### src/inc/boot_loader_pkg.sv
package boot_loader_pkg;

  // ---------------------------------------------------------------------------
  // Timing
  // ---------------------------------------------------------------------------
  localparam int CLK_PERIOD_NS = 40;
  localparam int INTRST_MIN_US = 15;
  localparam int INTRST_CYCLES = (INTRST_MIN_US * 1000 + CLK_PERIOD_NS - 1) / CLK_PERIOD_NS;
  localparam int SCLK_HALF_CYCLES = 4;

  // ---------------------------------------------------------------------------
  // Image format and checksum
  // ---------------------------------------------------------------------------
  localparam logic [31:0] CRC_POLY = 32'hEDB88320;
  localparam logic [31:0] CRC_INIT = 32'hFFFFFFFF;
  localparam logic [31:0] CRC_SKIP = 32'h0D15AB1E;
  localparam logic [31:0] RAM_BASE = 32'h00000000;

  // ---------------------------------------------------------------------------
  // Security word and boot sources
  // ---------------------------------------------------------------------------
  localparam int          SEC_BOOT_BIT  = 5;
  localparam int          OTP_ADDR_W    = 11;
  localparam logic [10:0] OTP_SEC_ADDR  = 11'h7FF;
  localparam logic [10:0] OTP_BOOT_ADDR = 11'h000;

  // ---------------------------------------------------------------------------
  // Serial flash read sequence: read command, then a 24-bit address of zero
  // ---------------------------------------------------------------------------
  localparam logic [31:0] FLASH_READ_SEQ = 32'h03000000;
  localparam logic [5:0]  FLASH_HDR_BITS = 6'h20;

  typedef enum logic [1:0] {
    PH_LEN,
    PH_PROG,
    PH_CRC
  } load_phase_t;

endpackage : boot_loader_pkg

### src/hdl/boot_image_loader.sv
module boot_image_loader #(
  parameter int ADDR_W = 15,
  parameter int GPIO_N = 32
) (
  input  wire logic                  clk_i,
  input  wire logic                  reset_i,
  input  wire logic                  rst_n_i,
  output logic [GPIO_N-1:0]          gpio_pulldown_o,
  output logic                       core_reset_o,
  output logic [31:0]                start_addr_o,
  output logic                       boot_done_o,
  output logic                       boot_error_o,
  output logic                       flash_sclk_o,
  output logic                       flash_cs_n_o,
  output logic                       flash_mosi_o,
  input  wire logic                  flash_miso_i,
  output logic                       otp_rd_o,
  output logic [boot_loader_pkg::OTP_ADDR_W-1:0] otp_addr_o,
  input  wire logic [31:0]           otp_data_i,
  input  wire logic                  otp_valid_i,
  output logic                       ram_we_o,
  output logic [ADDR_W-1:0]          ram_addr_o,
  output logic [31:0]                ram_wdata_o
);

  typedef enum logic [2:0] {
    ST_HOLD,
    ST_INTRST,
    ST_SEC_RD,
    ST_LOAD,
    ST_DONE,
    ST_ERR
  } boot_state_t;

  boot_state_t                  state_reg;
  boot_loader_pkg::load_phase_t phase_reg;
  logic        rst_meta_reg, rst_sync_reg;
  logic        miso_meta_reg, miso_sync_reg;
  logic [11:0] wait_cnt_reg;
  logic        from_otp_reg;
  logic        otp_busy_reg;
  logic [boot_loader_pkg::OTP_ADDR_W-1:0] otp_addr_reg;
  logic [31:0] otp_word_reg;
  logic [2:0]  otp_left_reg;
  logic [1:0]  div_cnt_reg;
  logic        sclk_reg, cs_n_reg;
  logic [31:0] tx_reg;
  logic [5:0]  bit_cnt_reg;
  logic [7:0]  rx_reg;
  logic [2:0]  rx_cnt_reg;
  logic        byte_valid;
  logic [7:0]  byte_data;
  logic        flash_byte_reg;
  logic [7:0]  flash_data_reg;
  logic [31:0] shift_reg, shift_next;
  logic [1:0]  byte_idx_reg;
  logic [31:0] len_reg, word_cnt_reg;
  logic [31:0] crc_reg, crc_next;
  logic        core_reset_reg, done_reg, err_reg;
  logic        ram_we_reg;
  logic [ADDR_W-1:0] ram_addr_reg;
  logic [31:0] ram_wdata_reg;

  // ---------------------------------------------------------------------------
  // Pin synchronisers
  // ---------------------------------------------------------------------------
  always_ff @(posedge clk_i or posedge reset_i) begin
    if (reset_i) begin
      rst_meta_reg  <= 1'b0;
      rst_sync_reg  <= 1'b0;
      miso_meta_reg <= 1'b0;
      miso_sync_reg <= 1'b0;
    end else begin
      rst_meta_reg  <= rst_n_i;
      rst_sync_reg  <= rst_meta_reg;
      miso_meta_reg <= flash_miso_i;
      miso_sync_reg <= miso_meta_reg;
    end
  end

  // ---------------------------------------------------------------------------
  // Boot sequencer
  // ---------------------------------------------------------------------------
  wire logic word_end  = byte_valid && (byte_idx_reg == 2'h3);
  wire logic last_word = (word_cnt_reg + 32'h00000001) == len_reg;
  wire logic crc_ok    = (shift_next == boot_loader_pkg::CRC_SKIP) ||
                         (shift_next == ~crc_reg);

  always_ff @(posedge clk_i or posedge reset_i) begin
    if (reset_i) begin
      state_reg      <= ST_HOLD;
      wait_cnt_reg   <= 12'h000;
      from_otp_reg   <= 1'b0;
      core_reset_reg <= 1'b1;
      done_reg       <= 1'b0;
      err_reg        <= 1'b0;
    end else if (!rst_sync_reg) begin
      state_reg      <= ST_HOLD;
      wait_cnt_reg   <= 12'h000;
      core_reset_reg <= 1'b1;
      done_reg       <= 1'b0;
      err_reg        <= 1'b0;
    end else begin
      unique case (state_reg)
        ST_HOLD: state_reg <= ST_INTRST;
        ST_INTRST: begin
          wait_cnt_reg <= wait_cnt_reg + 12'h001;
          if (wait_cnt_reg == 12'(boot_loader_pkg::INTRST_CYCLES - 1)) begin
            state_reg <= ST_SEC_RD;
          end
        end
        ST_SEC_RD: begin
          if (otp_valid_i) begin
            from_otp_reg <= otp_data_i[boot_loader_pkg::SEC_BOOT_BIT];
            state_reg    <= ST_LOAD;
          end
        end
        ST_LOAD: begin
          if (word_end && (phase_reg == boot_loader_pkg::PH_CRC)) begin
            if (crc_ok) begin
              state_reg      <= ST_DONE;
              core_reset_reg <= 1'b0;
              done_reg       <= 1'b1;
            end else begin
              state_reg <= ST_ERR;
              err_reg   <= 1'b1;
            end
          end
        end
        ST_DONE: state_reg <= ST_DONE;
        ST_ERR:  state_reg <= ST_ERR;
      endcase
    end
  end

  // ---------------------------------------------------------------------------
  // OTP reads: security word first, then boot words upward from address 0
  // ---------------------------------------------------------------------------
  wire logic otp_load = (state_reg == ST_LOAD) && from_otp_reg;
  wire logic otp_req  = !otp_busy_reg && rst_sync_reg &&
                        ((state_reg == ST_SEC_RD) || (otp_load && otp_left_reg == 3'h0));

  always_ff @(posedge clk_i or posedge reset_i) begin
    if (reset_i) begin
      otp_busy_reg <= 1'b0;
      otp_addr_reg <= boot_loader_pkg::OTP_BOOT_ADDR;
      otp_word_reg <= 32'h00000000;
      otp_left_reg <= 3'h0;
    end else if (state_reg == ST_HOLD || state_reg == ST_INTRST) begin
      otp_busy_reg <= 1'b0;
      otp_addr_reg <= boot_loader_pkg::OTP_BOOT_ADDR;
      otp_left_reg <= 3'h0;
    end else begin
      if (otp_req) begin
        otp_busy_reg <= 1'b1;
      end else if (otp_valid_i) begin
        otp_busy_reg <= 1'b0;
      end
      if (otp_load && otp_valid_i) begin
        otp_word_reg <= otp_data_i;
        otp_left_reg <= 3'h4;
        otp_addr_reg <= otp_addr_reg + 11'h001;
      end else if (otp_left_reg != 3'h0) begin
        otp_word_reg <= {8'h00, otp_word_reg[31:8]};
        otp_left_reg <= otp_left_reg - 3'h1;
      end
    end
  end

  // ---------------------------------------------------------------------------
  // Serial flash reader: mode 0, bits change on falling, sampled before it
  // ---------------------------------------------------------------------------
  wire logic flash_run = (state_reg == ST_LOAD) && !from_otp_reg && rst_sync_reg;
  wire logic div_tick  = div_cnt_reg == 2'(boot_loader_pkg::SCLK_HALF_CYCLES - 1);

  always_ff @(posedge clk_i or posedge reset_i) begin
    if (reset_i) begin
      div_cnt_reg    <= 2'h0;
      sclk_reg       <= 1'b0;
      cs_n_reg       <= 1'b1;
      tx_reg         <= boot_loader_pkg::FLASH_READ_SEQ;
      bit_cnt_reg    <= 6'h00;
      rx_reg         <= 8'h00;
      rx_cnt_reg     <= 3'h0;
      flash_byte_reg <= 1'b0;
      flash_data_reg <= 8'h00;
    end else if (!flash_run) begin
      div_cnt_reg    <= 2'h0;
      sclk_reg       <= 1'b0;
      cs_n_reg       <= 1'b1;
      tx_reg         <= boot_loader_pkg::FLASH_READ_SEQ;
      bit_cnt_reg    <= 6'h00;
      rx_cnt_reg     <= 3'h0;
      flash_byte_reg <= 1'b0;
    end else begin
      cs_n_reg       <= 1'b0;
      flash_byte_reg <= 1'b0;
      div_cnt_reg    <= div_tick ? 2'h0 : div_cnt_reg + 2'h1;
      if (div_tick && !cs_n_reg) begin
        sclk_reg <= !sclk_reg;
        if (sclk_reg) begin
          // The synchronised input lags the pin by two cycles, which still lands
          // inside the high half period, so the sample precedes the flash's
          // next change after this falling edge.
          if (bit_cnt_reg != boot_loader_pkg::FLASH_HDR_BITS) begin
            tx_reg      <= {tx_reg[30:0], 1'b0};
            bit_cnt_reg <= bit_cnt_reg + 6'h01;
          end else begin
            rx_reg     <= {rx_reg[6:0], miso_sync_reg};
            rx_cnt_reg <= rx_cnt_reg + 3'h1;
            if (rx_cnt_reg == 3'h7) begin
              flash_byte_reg <= 1'b1;
              flash_data_reg <= {rx_reg[6:0], miso_sync_reg};
            end
          end
        end
      end
    end
  end

  assign byte_valid = from_otp_reg ? (otp_left_reg != 3'h0) : flash_byte_reg;
  assign byte_data  = from_otp_reg ? otp_word_reg[7:0] : flash_data_reg;

  // ---------------------------------------------------------------------------
  // Image parser, checksum and RAM writer
  // ---------------------------------------------------------------------------
  crc32_byte crc_step (
    .crc_i  (crc_reg),
    .data_i (byte_data),
    .crc_o  (crc_next)
  );

  assign shift_next = {byte_data, shift_reg[31:8]};

  always_ff @(posedge clk_i or posedge reset_i) begin
    if (reset_i) begin
      phase_reg     <= boot_loader_pkg::PH_LEN;
      shift_reg     <= 32'h00000000;
      byte_idx_reg  <= 2'h0;
      len_reg       <= 32'h00000000;
      word_cnt_reg  <= 32'h00000000;
      crc_reg       <= boot_loader_pkg::CRC_INIT;
      ram_we_reg    <= 1'b0;
      ram_addr_reg  <= '0;
      ram_wdata_reg <= 32'h00000000;
    end else if (state_reg != ST_LOAD) begin
      phase_reg    <= boot_loader_pkg::PH_LEN;
      byte_idx_reg <= 2'h0;
      word_cnt_reg <= 32'h00000000;
      crc_reg      <= boot_loader_pkg::CRC_INIT;
      ram_we_reg   <= 1'b0;
    end else begin
      ram_we_reg <= 1'b0;
      if (byte_valid) begin
        shift_reg    <= shift_next;
        byte_idx_reg <= byte_idx_reg + 2'h1;
        if (phase_reg != boot_loader_pkg::PH_CRC) begin
          crc_reg <= crc_next;
        end
      end
      if (word_end) begin
        unique case (phase_reg)
          boot_loader_pkg::PH_LEN: begin
            len_reg   <= shift_next;
            phase_reg <= (shift_next == 32'h00000000) ? boot_loader_pkg::PH_CRC
                                                      : boot_loader_pkg::PH_PROG;
          end
          boot_loader_pkg::PH_PROG: begin
            ram_we_reg    <= 1'b1;
            ram_addr_reg  <= ADDR_W'(boot_loader_pkg::RAM_BASE + word_cnt_reg);
            ram_wdata_reg <= shift_next;
            word_cnt_reg  <= word_cnt_reg + 32'h00000001;
            if (last_word) begin
              phase_reg <= boot_loader_pkg::PH_CRC;
            end
          end
          boot_loader_pkg::PH_CRC: phase_reg <= boot_loader_pkg::PH_CRC;
          default: phase_reg <= boot_loader_pkg::PH_LEN;
        endcase
      end
    end
  end

  // ---------------------------------------------------------------------------
  // Outputs
  // ---------------------------------------------------------------------------
  assign gpio_pulldown_o = (state_reg == ST_HOLD) ? '1 : '0;
  assign core_reset_o    = core_reset_reg;
  assign start_addr_o    = boot_loader_pkg::RAM_BASE;
  assign boot_done_o     = done_reg;
  assign boot_error_o    = err_reg;
  assign flash_sclk_o    = sclk_reg;
  assign flash_cs_n_o    = cs_n_reg;
  assign flash_mosi_o    = tx_reg[31];
  assign otp_rd_o        = otp_req;
  assign otp_addr_o      = (state_reg == ST_SEC_RD) ? boot_loader_pkg::OTP_SEC_ADDR
                                                    : otp_addr_reg;
  assign ram_we_o        = ram_we_reg;
  assign ram_addr_o      = ram_addr_reg;
  assign ram_wdata_o     = ram_wdata_reg;

endmodule : boot_image_loader

### src/hdl/crc32_byte.sv
module crc32_byte (
  input  wire logic [31:0] crc_i,
  input  wire logic [7:0]  data_i,
  output logic      [31:0] crc_o
);

  // Reflected form: the byte enters at the low end, least significant bit first.
  always_comb begin
    logic [31:0] c;
    c = crc_i ^ {24'h000000, data_i};
    for (int i = 0; i < 8; i++) begin
      c = c[0] ? ((c >> 1) ^ boot_loader_pkg::CRC_POLY) : (c >> 1);
    end
    crc_o = c;
  end

endmodule : crc32_byte

### config.mk
export PLATFORM = sky130hd
export DESIGN_NAME = boot_image_loader
export DESIGN_NICKNAME = d
export VERILOG_FILES = /design/src/inc/boot_loader_pkg.sv /design/src/hdl/boot_image_loader.sv /design/src/hdl/crc32_byte.sv
export SDC_FILE = /design/constraint.sdc
export NUM_CORES = 1
export LEC_CHECK = 0
export BUFFER_PORTS_ARGS = -buffer_cell sky130_fd_sc_hd__buf_2
export CORE_MARGIN = 5
export CORE_UTILIZATION = 64
export CTS_CLUSTER_DIAMETER = 200
export DETAILED_ROUTE_END_ITERATION = 8
export PLACE_DENSITY = 0.86
export SLEW_MARGIN = 15
export SYNTH_ARGS = -nofsm -noshare
export SYNTH_HDL_FRONTEND = slang
export SYNTH_SLANG_ARGS = --single-unit
### constraint.sdc
create_clock -name clk_i -period 22 [get_ports clk_i]
set_input_delay 1.1 -clock clk_i [delete_from_list [all_inputs] [get_ports clk_i]]
set_output_delay 1.1 -clock clk_i [all_outputs]
set_load 0.05 [all_outputs]
; Yosys cells after proc, flatten, opt, wreduce, memory -nomap -nowiden
; Index checks and enable logic that the tools add are counted.
; Widths: inputs -> output; s select.
[word_totals]
reg_bits = 311
input_bits = 37
output_inout_bits = 130
wordCells = 208
[classes]
n_addsub = 8
eq_ne = 30
n_mux = 80
bitwise_logic = 13
reduce_logical = 45
[op_table]
columns = op, count
row1 = $mux 32, 21
row2 = $not 13->14, 8
row3 = $eq 32x32->1, 2
row4 = $mux 11, 3
row5 = $mux 3, 11
row6 = $add 32x1->32 const B, 1
row7 = $eq 32x28->1 const B, 1
row8 = $logic_not 32->1, 1
row9 = $not 32->32, 1
row10 = $xor 32x8->32, 1
row11 = $mux 1, 28
row12 = $mux 12, 2
row13 = $mux 6, 4
row14 = $reduce_and 3->1, 8
row15 = $pmux 3 s6, 1
row16 = $mux 2, 8
row17 = $add 12x1->12 const B, 1
row18 = $eq 12x9->1 const B, 1
row19 = $ne 2x1->1 const B, 6
row20 = $ne 3x3->1 const B, 4
row21 = $reduce_bool 2->1, 6
row22 = $add 11x1->11 const B, 1
row23 = $logic_and 1x1->1, 10
row24 = $reduce_and 2->1, 5
row25 = 22 further kinds, 41

; Logic depth before layout (Yosys ltp)
[logic_depth]
word_depth = 21
depth_mapped = 11
mapped_depth_nobuf = 10

; Modules after synthesis
; Synthesis repeated with hierarchy kept, for this count alone.
[hier_totals]
hier_cells = 1437
hier_area_um2 = 14477.6
[by_module_without_submodules]
columns = mod, instances, cells_per_inst, area_each_um2, seq_area_each_um2
row1 = boot_image_loader, 1, 1366, 13760.7, 7026.7
row2 = crc32_byte, 1, 71, 716.9, 0.0

; Worst setup path before layout
; OpenSTA, ideal clock, no wires.
[synth_path]
path_type = reg-to-output
from = register state_reg[2]
to = output port gpio_pulldown_o[10]
t_arrival_ns = 3.705
required_time_ns = 20.900
slack_ns = 17.195
path_stages_with_launch = 4
n_path_buf = 2
path_cell_list = dfrtp_1 clkbuf_1 nor3_1 buf_4
[synth_between]
elab_chain_cells = 2
[synth_lines]
columns = item, line
row1 = "start, declared", boot_image_loader.sv:35  ; boot_state_t state_reg;
row2 = "start signal, assigned", boot_image_loader.sv:91  ; state_reg <= ST_HOLD;
row3 = "start signal, assigned", boot_image_loader.sv:98  ; state_reg <= ST_HOLD;
row4 = "start signal, assigned", boot_image_loader.sv:105  ; ST_HOLD: state_reg <= ST_INTRST;
row5 = $logic_not 3->1, boot_image_loader.sv:287  ; assign gpio_pulldown_o = (state_reg == ST_HOLD) ? '1 : '0;
row6 = $mux 32, boot_image_loader.sv:287
row7 = "end, declared", boot_image_loader.sv:8  ; output logic [GPIO_N-1:0] gpio_pulldown_o,
; No other way between the ends.

; Worst setup path in the final report
[layout_path]
from = register state_reg[1]
to = output port otp_addr_o[5] (netlist bit)
[layout_between]
elab_chain_cells = 2
[layout_lines]
columns = item, line
row1 = $eq 3x2->1, boot_image_loader.sv:296  ; assign otp_addr_o = (state_reg == ST_SEC_RD) ? boot_loader_pkg::OTP_SEC_ADDR
row2 = $mux 11, boot_image_loader.sv:296
row3 = "end, declared", boot_image_loader.sv:18  ; output logic [boot_loader_pkg::OTP_ADDR_W-1:0] otp_addr_o,
; No other way between the ends.

==> flow_summary.ini <==
[yosys]
unique_masters_post_synth = 67
yosys.area.top_type = sky130_fd_sc_hd__dfrtp_1
async_reset_ff_share_pct = 100
synth-main-ff-cell = sky130_fd_sc_hd__dfrtp_1
fraction_of_post_synthesis_cell_area_in_the_top_cell_type_by_area_pct = 42.6
synth.most_common_cell = sky130_fd_sc_hd__dfrtp_1
synth_seq_area_share_pct = 49.2
post_synth_inst_count = 1337
synthesis.yosys.warnings = 0
synth_enable_flop_cells = 0
ys_top_cells_by_count = sky130_fd_sc_hd__dfrtp_1 (243), sky130_fd_sc_hd__nor2_1 (110), sky130_fd_sc_hd__nand2_1 (108)
netlist_area_mm2 = 0.0143
number_of_register_bits_inferred_by_synthesis = 279
syn_avg_cell_area_um2 = 10.7
synth_top_cells_by_area = sky130_fd_sc_hd__dfrtp_1 (43%), sky130_fd_sc_hd__mux2_2 (7.3%), sky130_fd_sc_hd__dfstp_2 (6.6%)

[timing]
fin_crit_sh_pct = 16.1
report.final.hold_viol_count = 0
clock.fmax_mhz = 282
grt_setup_unrepaired = false
setup_ws_ns = 18.45
tightest_slew_ns = 1.05
finalSetupTns_ns = 0
worst_clock_skew_ns = 0.0133
setup_violations = 0
timing.slew.headroom_pct = 29.7
post-route-min-period_ns = 3.55
final-max-slew-violation-count = 0

[routing]
postRouteWirelength_mm = 32.7
routed_wire_length_per_instance_um = 19.0
vias_post_dr = 10082
antenna_violating_nets_post_route = 0
post_drt_via_cell_ratio = 5.85
dr_pass1_iterations = 5
initialDrtViolationCount = 695
post_route_drc = 0

[floorplan]
num_io_pins = 167
die-area_mm2 = 0.0254
width_of_the_die_um = 159
core_mm2 = 0.0219
row_count = 54
die_h_um = 159
initial_core_util_pct = 65.2

[pwr]
clock_share_of_power_pct = 48.8
power.density_mw_per_mm2 = 68.7
vdd_ir_drop_max_uv = 63.4
p_comb_share_pct = 3.9
p_int_uw = 847
leakage_uw = 0.00732
netSwitchingFraction_pct = 22.3
power.sequential.fraction_pct = 47.3
power.switching_uw = 243

[global_route]
grt_pass1_wl_mm = 53.9
grt-ovfl-total = 0
top_usage_layer = met2
grt_util_all_layers_pct = 25.3
first_global_vias = 10277
global_route.usage.met2_pct = 42.3
global_route.usage.met1_pct = 33.3
gr-usage-met3_pct = 4.50
grt_max_degree = 133
grt_antenna_before_repair = 0

[critical_path]
path_class = flop to primary output
r2r_end = phase_reg[0]$_DFFE_PP0P_
cp_max_fo = 13
cp_data_arrival_time_ns = 2.45
critical_path_required_ns = 20.90
rr_worst_depth = 9
critical_path.endpoint_type = primary output
worstReg2RegStart = word_cnt_reg[0]$_DFFE_PP0P_
r2r_setup_slack_ns = 18.60
crit_path_start_kind = flop

[cells_and_area]
num_antenna_cells = 0
instances_no_fill = 1722
stdcell_area_mm2 = 0.0159
area_growth_syn_to_layout_pct = 11.0
fraction_of_layout_cells_with_a_size_suffix_above_1_pct = 25.0
final_net_count = 1475

[run]
count_of_max_cap_constraint_violations = 0

[placement]
dpl-instance-area_mm2 = 0.0148
post_dp_hpwl_mm = 22.0
dp_cells = 1669
io_buffers = 134
finalWeightedCongestion = 0.934
pre_cts_slack_ns = 18.66

[clock_network]
post-cts-setup-buffer-count = 0
ctsRootBufferMaster = sky130_fd_sc_hd__clkbuf_16
cts_htree_levels = 1
clock_pin_slew_on_the_worst_setup_and_hold_paths_ns = 0.06
postCtsHoldBufs = 0
clkLatencyLatePin_ns = 0.55
tritoncts = built
cts-buffers-inserted = 29
cts_num_sinks = 279
max-clock-path-buffers = 3
ctsResizeCount = 0

[min_path]
hold-path-cell-count = 0
hp-start = rst_meta_reg$_DFF_PP0_
worstHoldPathType = flop to flop
hold_worst_path_end = rst_sync_reg$_DFF_PP0_

[run_status]
run_status = finished, final reports clean
[worst max path at each step]
stage | start | cells after the start | end
2_1_floorplan | reset_i | 1 | bit_cnt_reg[0]$_DFFE_PP0P_
3_3_place_gp | word_cnt_reg[0]$_DFFE_PP0P_ | 9 | phase_reg[1]$_DFFE_PP0P_
3_5_place_dp | word_cnt_reg[0]$_DFFE_PP0P_ | 9 | phase_reg[1]$_DFFE_PP0P_
6_report | state_reg[1]$_DFFE_PP0P_ | 4 | otp_addr_o[5]
4_1_cts | state_reg[1]$_DFFE_PP0P_ | 4 | otp_addr_o[8]
5_1_grt | state_reg[1]$_DFFE_PP0P_ | 4 | otp_addr_o[0]
[power groups by stage]
stage          clock (uW)  combinational (uW)  sequential, uW
3_5_place_dp            0                42.8             525
2_1_floorplan           0                42.4             524
5_1_grt               559                46.0             515
3_3_place_gp            0                42.4             525
6_report              532                42.2             516
4_1_cts               539                42.9             516
[kinds of logic (layout without fill, tap and decap cells)]
family          after synthesis  count (layout)  synth area share [%]
compound gates              166             166                  6.96
xor+xnor                    194             194                  12.3
fa+ha+maj                    18              18                  1.58
buf+inv                     149             223                  5.72
flops                       279             279                  49.2
mux                         137             137                  10.6
other cells                   1              32                0.0263
simple gates                393             393                  13.7
[per-layer routing]
| layer | wire, um | vias up |
|---|---|---|
| met5 | 0 | - |
| met2 | 16400 | 385 |
| met3 | 2020 | 90 |
| li1 | - | 4645 |
| met4 | 1130 | 0 |
| met1 | 13200 | 4962 |
[cell usage in the layout, fill, tap and decap left out, drive strengths merged, types with 12 or more instances in the layout]
master    n
mux2i    45
nand2   108
o21ai    64
ha       18
dfrtp   243
nor3     23
nor4     23
and2     14
buf     145
xor2     81
nand4    27
conb     32
xnor2   113
and3     12
or2      13
mux2     92
nor2    110
clkbuf   38
or3      16
nand3    22
a21oi    48
dfstp    36
inv      27
[metrics by stage]
step / hold slack, ns / util (%) / power (uW)
floorplan: 0.331 / - / 566
global placement: 0.332 / 67.6 / 567
detailed placement: 0.335 / 67.6 / 567
CTS: 0.349 / 72.4 / 1100
global route: 0.365 / 72.4 / 1120
finish: 0.348 / 72.4 / 1090
[worst max-delay path, stage by stage, from the launching register on]
cell	delay [ns]
sky130_fd_sc_hd__dfrtp_1	0.40
sky130_fd_sc_hd__inv_1	0.14
sky130_fd_sc_hd__nor3_1	0.86
sky130_fd_sc_hd__or2_2	0.24
sky130_fd_sc_hd__buf_2	0.26
[layout make-up]
cell class | instances | area [um2]
flip-flops and latches | 279 | 7030
clock buffers | 38 | 800
well taps | 280 | 350
repair buffers | 145 | 753
fillers | 1447 | 6040
inverters | 25 | 101
clock inverters | 15 | 243
multi-input cells | 940 | 6580
Power figures use the tool's default switching activity.
